**src/hw/hpcp_pkg.sv**
```systemverilog
// Package for the pseudo-channel command-policy block: modes, timing constants and carrier structs.
// Assumes a single 40 MHz core clock shared by every user of these definitions.
package hpcp_pkg;

    localparam int          CLK_MHZ          = 40;
    // Power-down entry idle time in ns, and the refresh interval in ns.
    localparam int          PD_IDLE_NS       = 2000;
    localparam int          PD_IDLE_CYC      = (PD_IDLE_NS * CLK_MHZ) / 1000;
    localparam int          REF_INT_NS       = 3900;
    localparam int          REF_INT_CYC      = (REF_INT_NS * CLK_MHZ) / 1000;
    localparam int          REF_EARLY_CYC    = REF_INT_CYC / 2;
    localparam int          REF_LATE_CYC     = REF_INT_CYC * 2;
    localparam int          CNT_W            = 12;
    localparam int          BANKS            = 16;
    localparam int          DATA_W           = 256;
    localparam int          WIDE_W           = 288;
    localparam int          STRB_W           = DATA_W / 8;
    localparam logic [3:0]  BL_32B           = 4'h4;
    localparam logic [3:0]  BL_64B           = 4'h8;
    localparam logic [CNT_W-1:0] CNT_ZERO    = 12'h000;
    localparam logic [CNT_W-1:0] CNT_ONE     = 12'h001;

    typedef enum logic [1:0] {
        HPCP_REF_FLEX  = 2'h0,
        HPCP_REF_EARLY = 2'h1,
        HPCP_REF_LATE  = 2'h2
    } hpcp_ref_policy_type;

    // Power state, one-hot.
    typedef enum logic [1:0] {
        HPCP_ST_ACTIVE = 2'b01,
        HPCP_ST_PDOWN  = 2'b10
    } hpcp_state_type;

    typedef struct packed {
        logic                rd_ap_obey;     // read_precharge_obey_mode when 1, advisory when 0
        logic                wr_ap_obey;     // write_precharge_obey_mode when 1, advisory when 0
        logic                pd_en;
        logic                ext_refresh;
        hpcp_ref_policy_type ref_policy;
        logic                bl8_en;
        logic                wide_data;
        logic                ecc_en;
        logic                write_byte_mask_en;
    } hpcp_cfg_type;

    typedef struct packed {
        logic                valid;
        logic                is_write;
        logic                ap_req;       // aruser/awuser precharge bit
        logic                row_hit_next; // next queued access hits the same row
    } hpcp_req_type;

    typedef struct packed {
        logic                valid;
        logic                is_write;
        logic                auto_pre;
        logic [3:0]          burst_len;
    } hpcp_cmd_type;

endpackage

```
**src/hw/hpcp_policy.sv**
```systemverilog
// Command-policy core for one pseudo channel: precharge, power-down, refresh, burst and data-path options.
// Assumes requests, config and external refresh strobes are synchronous to core_clk.
`timescale 1ns/1ps

// Overview of operation
// Read precharge bit is obeyed in obey mode, weighed against row locality otherwise.
// Write precharge bit is obeyed in obey mode, weighed against row locality otherwise.
// With power-down enabled, enter power-down after queue stays empty long enough.
// In controller refresh mode, all-bank refreshes come only from the internal timer.
// In external refresh mode, sideband requests for all or single banks are issued.
// Flexible policy issues refresh on the controller's own interval timer.
// Early policy issues refresh from half the interval on whenever the queue is idle.
// Late policy holds refresh until idle or until it can wait no longer.
// Burst length 8 with 64-byte access, otherwise burst length 4.
// Data width is 256 bits; 288 only without ECC and byte mask.
// ECC generates check bits on writes, corrects single and flags double errors.
// Byte masking is never applied while ECC is enabled.
// With byte mask enabled, DRAM mask bits follow the write strobes.
// A new request ends power-down at once and command issue resumes.
module hpcp_policy (
    input  wire logic                 core_clk,
    input  wire logic                 sys_rst,
    input  wire hpcp_pkg::hpcp_cfg_type cfg,
    input  wire hpcp_pkg::hpcp_req_type req,
    input  wire logic                 ext_ref_valid,
    input  wire logic                 ext_ref_all,
    input  wire logic [3:0]           ext_ref_bank,
    input  wire logic [hpcp_pkg::STRB_W-1:0] wr_strb,
    input  wire logic                 rd_err_single,
    input  wire logic                 rd_err_double,
    output logic                      rd_ready,
    output hpcp_pkg::hpcp_cmd_type    cmd,
    output logic                      ref_all,
    output logic                      ref_bank_valid,
    output logic [3:0]                ref_bank,
    output logic                      pdown,
    output logic                      width_288,
    output logic                      ecc_gen,
    output logic                      ecc_corrected,
    output logic                      ecc_uncorrectable,
    output logic [hpcp_pkg::STRB_W-1:0] dram_mask
);
    import hpcp_pkg::*;

    hpcp_state_type   state_reg,  state_next;
    logic [CNT_W-1:0] idle_reg,   idle_next;
    logic [CNT_W-1:0] ref_reg,    ref_next;
    hpcp_cmd_type     cmd_reg,    cmd_next;
    logic             rall_reg,   rall_next;
    logic             rbv_reg,    rbv_next;
    logic [3:0]       rbank_reg,  rbank_next;
    logic             w288_reg,   w288_next;
    logic             eg_reg,     eg_next;
    logic             ec_reg,     ec_next;
    logic             eu_reg,     eu_next;
    logic [STRB_W-1:0] mask_reg,  mask_next;
    logic             pd_reg,     pd_next;
    logic             rdy_reg,    rdy_next;
    logic             ref_due;
    logic             ref_fire;
    logic             ap_dec;

    always_comb begin
        // Refresh point depends on policy; the late policy still caps the wait at twice the interval.
        case (cfg.ref_policy)
            HPCP_REF_EARLY: ref_due = (ref_reg >= CNT_W'(REF_INT_CYC))
                                      || ((ref_reg >= CNT_W'(REF_EARLY_CYC)) && !req.valid);
            HPCP_REF_LATE:  ref_due = ((ref_reg >= CNT_W'(REF_INT_CYC)) && !req.valid)
                                      || (ref_reg >= CNT_W'(REF_LATE_CYC));
            default:        ref_due = (ref_reg >= CNT_W'(REF_INT_CYC));
        endcase
        ref_fire = !cfg.ext_refresh && ref_due;
        // Advisory mode keeps the row open when the next access hits it.
        if (req.is_write) begin
            ap_dec = cfg.wr_ap_obey ? req.ap_req : (req.ap_req && !req.row_hit_next);
        end else begin
            ap_dec = cfg.rd_ap_obey ? req.ap_req : (req.ap_req && !req.row_hit_next);
        end
    end

    always_comb begin
        state_next = state_reg;
        idle_next  = req.valid ? CNT_ZERO : ((idle_reg == {CNT_W{1'b1}}) ? idle_reg : idle_reg + CNT_ONE);
        case (state_reg)
            HPCP_ST_ACTIVE: begin
                if (cfg.pd_en && !req.valid && (idle_reg >= CNT_W'(PD_IDLE_CYC - 1))) begin
                    state_next = HPCP_ST_PDOWN;
                end
            end
            HPCP_ST_PDOWN: begin
                if (req.valid || !cfg.pd_en || ref_fire) begin
                    state_next = HPCP_ST_ACTIVE;
                end
            end
            default: state_next = HPCP_ST_ACTIVE;
        endcase
        // Both status outputs are registered from the next state, so neither passes through a decoder.
        pd_next    = (state_next == HPCP_ST_PDOWN);
        rdy_next   = (state_next == HPCP_ST_ACTIVE);
        ref_next   = ref_fire ? CNT_ZERO : ((ref_reg == {CNT_W{1'b1}}) ? ref_reg : ref_reg + CNT_ONE);
        rall_next  = ref_fire || (cfg.ext_refresh && ext_ref_valid && ext_ref_all);
        rbv_next   = cfg.ext_refresh && ext_ref_valid && !ext_ref_all;
        rbank_next = ext_ref_valid ? ext_ref_bank : rbank_reg;
        cmd_next.valid     = req.valid && (state_reg == HPCP_ST_ACTIVE);
        cmd_next.is_write  = req.is_write;
        cmd_next.auto_pre  = req.valid && ap_dec;
        cmd_next.burst_len = cfg.bl8_en ? BL_64B : BL_32B;
        w288_next  = cfg.wide_data && !cfg.ecc_en && !cfg.write_byte_mask_en;
        eg_next    = cfg.ecc_en && req.valid && req.is_write;
        ec_next    = cfg.ecc_en && rd_err_single && !rd_err_double;
        eu_next    = cfg.ecc_en && rd_err_double;
        // Mask bit high means the byte is not written; ECC forbids masking.
        mask_next  = (cfg.write_byte_mask_en && !cfg.ecc_en) ? ~wr_strb : '0;
    end

    always_ff @(posedge core_clk) begin
        if (sys_rst) begin
            state_reg <= HPCP_ST_ACTIVE;
            idle_reg  <= CNT_ZERO;
            ref_reg   <= CNT_ZERO;
            cmd_reg   <= '0;
            rall_reg  <= 1'b0;
            rbv_reg   <= 1'b0;
            rbank_reg <= 4'h0;
            w288_reg  <= 1'b0;
            eg_reg    <= 1'b0;
            ec_reg    <= 1'b0;
            eu_reg    <= 1'b0;
            mask_reg  <= '0;
            pd_reg    <= 1'b0;
            rdy_reg   <= 1'b1;
        end else begin
            state_reg <= state_next;
            idle_reg  <= idle_next;
            ref_reg   <= ref_next;
            cmd_reg   <= cmd_next;
            rall_reg  <= rall_next;
            rbv_reg   <= rbv_next;
            rbank_reg <= rbank_next;
            w288_reg  <= w288_next;
            eg_reg    <= eg_next;
            ec_reg    <= ec_next;
            eu_reg    <= eu_next;
            mask_reg  <= mask_next;
            pd_reg    <= pd_next;
            rdy_reg   <= rdy_next;
        end
    end

    assign rd_ready          = rdy_reg;
    assign cmd               = cmd_reg;
    assign ref_all           = rall_reg;
    assign ref_bank_valid    = rbv_reg;
    assign ref_bank          = rbank_reg;
    assign pdown             = pd_reg;
    assign width_288         = w288_reg;
    assign ecc_gen           = eg_reg;
    assign ecc_corrected     = ec_reg;
    assign ecc_uncorrectable = eu_reg;
    assign dram_mask         = mask_reg;

    chk_pd_entry: assert property (@(posedge core_clk) disable iff (sys_rst)
        (state_reg == HPCP_ST_ACTIVE && cfg.pd_en && !req.valid && idle_reg >= CNT_W'(PD_IDLE_CYC - 1))
        |=> pdown) else $error("power-down not entered after idle time");
    chk_pd_exit: assert property (@(posedge core_clk) disable iff (sys_rst)
        (pdown && req.valid) |=> !pdown) else $error("power-down not left on request");
    chk_no_pd_off: assert property (@(posedge core_clk) disable iff (sys_rst)
        (!cfg.pd_en && $stable(cfg.pd_en)) |=> !pdown) else $error("power-down while disabled");
    chk_ref_internal: assert property (@(posedge core_clk) disable iff (sys_rst)
        (cfg.ext_refresh && $past(cfg.ext_refresh) && !$past(ext_ref_valid)) |-> !ref_all)
        else $error("internal refresh in external mode");
    chk_ref_ext_bank: assert property (@(posedge core_clk) disable iff (sys_rst)
        (cfg.ext_refresh && ext_ref_valid && !ext_ref_all) |=> (ref_bank_valid && ref_bank == $past(ext_ref_bank)))
        else $error("bank refresh request dropped");
    chk_ref_flex: assert property (@(posedge core_clk) disable iff (sys_rst)
        (!cfg.ext_refresh && cfg.ref_policy == HPCP_REF_FLEX && ref_reg == CNT_W'(REF_INT_CYC)) |=> ref_all)
        else $error("flexible refresh missed");
    chk_ref_late_cap: assert property (@(posedge core_clk) disable iff (sys_rst)
        (!cfg.ext_refresh && cfg.ref_policy == HPCP_REF_LATE && ref_reg < CNT_W'(REF_INT_CYC)) |=> !ref_all)
        else $error("late refresh issued too soon");
    chk_burst_len: assert property (@(posedge core_clk) disable iff (sys_rst)
        cmd.valid |-> (cmd.burst_len == ($past(cfg.bl8_en) ? BL_64B : BL_32B))) else $error("wrong burst length");
    chk_ap_obey: assert property (@(posedge core_clk) disable iff (sys_rst)
        (req.valid && !req.is_write && cfg.rd_ap_obey) |=> (cmd.auto_pre == $past(req.ap_req)))
        else $error("read precharge not obeyed");
    chk_mask_ecc: assert property (@(posedge core_clk) disable iff (sys_rst)
        $past(cfg.ecc_en) |-> (dram_mask == '0)) else $error("mask applied with ecc");
    chk_w288: assert property (@(posedge core_clk) disable iff (sys_rst)
        width_288 |-> !$past(cfg.ecc_en) && !$past(cfg.write_byte_mask_en)) else $error("288 bits with ecc or mask");

    // A request seen in power-down wakes the block but is not issued in that cycle.
    chk_pd_refuse: assert property (@(posedge core_clk) disable iff (sys_rst)
        (pdown && req.valid) |=> (rd_ready && !cmd.valid))
        else $error("refused request issued or block not awake");
    chk_ap_obey_wr: assert property (@(posedge core_clk) disable iff (sys_rst)
        (req.valid && req.is_write && cfg.wr_ap_obey) |=> (cmd.auto_pre == $past(req.ap_req)))
        else $error("write precharge not obeyed");
    chk_ap_keep_open: assert property (@(posedge core_clk) disable iff (sys_rst)
        (req.valid && !req.is_write && !cfg.rd_ap_obey && req.row_hit_next) |=> !cmd.auto_pre)
        else $error("row closed although next access hits it");
    chk_ref_ext_all: assert property (@(posedge core_clk) disable iff (sys_rst)
        (cfg.ext_refresh && ext_ref_valid && ext_ref_all) |=> (ref_all && !ref_bank_valid))
        else $error("all-bank refresh request dropped");
    chk_ref_early: assert property (@(posedge core_clk) disable iff (sys_rst)
        (!cfg.ext_refresh && cfg.ref_policy == HPCP_REF_EARLY && !req.valid
         && ref_reg == CNT_W'(REF_EARLY_CYC)) |=> ref_all)
        else $error("early refresh not taken while idle");
    chk_ref_late_max: assert property (@(posedge core_clk) disable iff (sys_rst)
        (!cfg.ext_refresh && cfg.ref_policy == HPCP_REF_LATE && ref_reg == CNT_W'(REF_LATE_CYC)) |=> ref_all)
        else $error("late refresh delayed past its limit");
    chk_ecc_double: assert property (@(posedge core_clk) disable iff (sys_rst)
        (cfg.ecc_en && rd_err_double) |=> (ecc_uncorrectable && !ecc_corrected))
        else $error("double-bit error not flagged");
    chk_mask_strb: assert property (@(posedge core_clk) disable iff (sys_rst)
        (cfg.write_byte_mask_en && !cfg.ecc_en) |=> (dram_mask == ~$past(wr_strb)))
        else $error("write mask does not follow strobes");

    cov_pd_cycle: cover property (@(posedge core_clk) disable iff (sys_rst) pdown ##1 !pdown);
    cov_ref_all:  cover property (@(posedge core_clk) disable iff (sys_rst) ref_all);
    cov_ref_bank: cover property (@(posedge core_clk) disable iff (sys_rst) ref_bank_valid);
    cov_ap_write: cover property (@(posedge core_clk) disable iff (sys_rst) cmd.valid && cmd.is_write && cmd.auto_pre);
    cov_pd_wake:  cover property (@(posedge core_clk) disable iff (sys_rst) pdown && req.valid);

endmodule
```
**config.mk**
```make
export PLATFORM = sky130hd
export DESIGN_NAME = hpcp_policy
export DESIGN_NICKNAME = d
export VERILOG_FILES = /design/src/hw/hpcp_pkg.sv /design/src/hw/hpcp_policy.sv
export SDC_FILE = /design/constraint.sdc
export NUM_CORES = 1
export LEC_CHECK = 0
export BUFFER_PORTS_ARGS = -buffer_cell sky130_fd_sc_hd__buf_2
export CORE_MARGIN = 2
export CORE_UTILIZATION = 51
export DETAILED_ROUTE_END_ITERATION = 7
export GPL_ROUTABILITY_DRIVEN = 0
export GPL_TIMING_DRIVEN = 0
export MAX_ROUTING_LAYER = met4
export PLACE_DENSITY = 0.83
export SLEW_MARGIN = 20
export SYNTH_ARGS = -nofsm -noshare
export SYNTH_HDL_FRONTEND = slang
export SYNTH_SLANG_ARGS = --single-unit
```
**constraint.sdc**
```tcl
create_clock -name core_clk -period 2.7 [get_ports core_clk]
set_input_delay 0.81 -clock core_clk [delete_from_list [all_inputs] [get_ports core_clk]]
set_output_delay 0.81 -clock core_clk [all_outputs]
set_load 0.01 [all_outputs]
```
==> qor.yml <==
layout:
  largest_reg_flops: 32
  design_area_sq_um: 3570
  fin_util_pct: 69.5
  mostFrequentLayoutCell: "buf_2"
  antenna_cells: 0
  drive_above_1_share_pct: 31.3
  area_delta_synth_final_pct: 30.4
  mostFrequentLayoutCells: "buf_2, dfxtp_1, nor2_1"
  nets: 471
yosys:
  async_reset_ff_share_pct: 0
  synth_area_leaders: "dfxtp_1, nor2_1, ha_1, xor2_1, mux2i_1"
  yosys_most_used_dff: "dfxtp_1"
  synth_top_family_by_area: "simple AND/OR/NAND/NOR gates"
  synthSimpleGateAreaFrac_pct: 20.6
  yosys_register_bits: 75
  yosysTopAreaCellShare_pct: 54.8
  synth-xor-area-share_pct: 5.12
  synth.distinct_cells: 41
  synthesis.area_sq_um: 2740
  synth-edff-count: 0
  synthMuxAreaShare_pct: 2.56
  syn_inst: 292
  synthAdderAreaFrac_pct: 3.65
  yosys.area.top_type: "dfxtp_1"
  yosysSeqAreaShare_pct: 54.8
  syn_avg_cell_area_sq_um: 9.38
  yosysWarningCount: 0
  synth_compound_area_share_pct: 8.95
drt:
  dr.pass1.iters: 4
  drc: 0
  dr_total_vias: 2380
  wirelength_mm: 6.27
  antenna_left: 0
  wire_per_inst_um: 13.0
  drt_iter0_drc: 179
  vias_per_cell: 4.94
clock_network:
  clock_latency_ns: 0.35
  htreeDepth: 3
  tritoncts: "done"
  cts_buffers: 9
  clk_pin_slew_ns: 0.08
  cts_setup_buffers: 0
  clockBufferDepth: 2
  cts.sinks: 75
  cts_root_buffer: "clkbuf_8"
  cts_hold_buf: 0
  cts-resized-gates: 0
timing:
  hold_viol_final: 0
  min_period_ns: 2.21
  slew-limit-headroom_pct: 64.2
  setup_viol_count_final: 0
  maxSlewViolCount: 0
  timing.hold.ws_ns: 0.503
  finClkSkew_ns: 0.00699
  tns_ns: 0
  tightest_slew_ns: 0.523
  clock.fmax_mhz: 453
  rsz0062_at_grt: "false"
  finalCritPeriodShare_pct: 81.8
grt:
  grt_usage_pct: 22.5
  grt_overflow: 0
  grt_antenna_before_repair: 0
  grt_pass1_wl_mm: 10.2
  grt_pass1_vias: 2271
  grt_max_degree: 14
critical_path:
  crit_fanout: 7
  required_ns: 2.99
  start_kind: "flip-flop"
  worstPathArrival_ns: 2.50
  cp-end-kind: "flip-flop"
  criticalPathCategory: "flip-flop to flip-flop"
hold_path:
  holdCritPathClass: "flip-flop to flip-flop"
flow_run:
  drv_cap: 0
power:
  leakagePower_nw: 1.69
  vdd_drop_max_mv: 0.636
  p_per_area_nw_per_um2: 637
floorplanning:
  core-area_sq_um: 5140
  fp-row-count: 26
  ios: 107
  dieWidth_um: 77.3
  initial_core_util_pct: 53.3
  die_area_sq_um: 5970
  die_h_um: 77.3
placement:
  place_hpwl_mm: 4.49
  dpl_cell_area_sq_um: 3350
  portBuffers: 103
outcome:
  status: "complete, no violations"
[final timing paths]
path                    start     endpoint  slack [ns]  cells after the start
setup / recovery   ref_reg[4]        pdown        0.49                      7
hold / removal    ref_bank[3]  ref_bank[3]        0.50                      2
setup reg to reg   ref_reg[4]        pdown        0.49                      7
hold reg to reg   ref_bank[3]  ref_bank[3]        0.50                      2
[synth_stat cells (all sizes together) (3+ instances only)]
library cell	instances
nand4	7
mux2i	7
nor2	69
nand2b	3
nand3	7
clkbuf	6
and3	5
ha	8
nor2b	3
buf	6
dfxtp	75
xor2	9
xnor2	7
nand2	17
a311o	3
a31oi	3
nor3	8
a21oi	15
inv	12
[through the flow]
stage,power (mW),worst slack [ns],cells
6_report,2.28,0.492,482
5_1_grt,2.37,0.392,482
4_1_cts,2.30,0.468,482
3_5_place_dp,1.34,0.354,466
3_3_place_gp,1.33,0.385,466
2_1_floorplan,1.26,0.603,293
[area by class of cell]
cell class,instances,area (sq um)
Tap cell,70,87.6
Clock inverter,5,85.1
Timing Repair Buffer,103,515
Buffer,12,68.8
Inverter,12,45.0
Clock buffer,11,141
Fill cell,402,1570
Multi-Input combinational cell,194,1130
Sequential cell,75,1500
[routing by layer]
metal | GRT usage (%) | routed length (um) | vias up
met5 | - | 0 | -
met4 | 9.82 | 148 | 0
met3 | 7.18 | 395 | 16
met2 | 38.0 | 3210 | 89
met1 | 24.2 | 2510 | 1078
li1 | - | - | 1197
[critical path, stage by stage, from the launching register on]
cell and delay [ns]:
dfxtp_1 0.32, buf_6 0.13, a311o_1 0.29, a2111oi_0 0.53, o32a_2 0.23, a21oi_2 0.07
a21boi_0 0.37, and2_1 0.21
[report_power, final]
group / switching [mW] / leakage (nW) / internal, mW
Clock: 0.411 / 0.110 / 0.551
Sequential: 0.0148 / 0.610 / 1.14
Combinational: 0.0861 / 0.966 / 0.0766
[kinds of logic after synthesis]
logic type | count (synthesis)
other | 1
buffers and inverters | 24
AND/OR/NAND/NOR | 126
flip-flops | 75
XOR/XNOR | 16
AO/OA/AOI/OAI | 35
adder cells (fa/ha/maj) | 8
multiplexers | 7
Power figures use the tool's default switching activity.
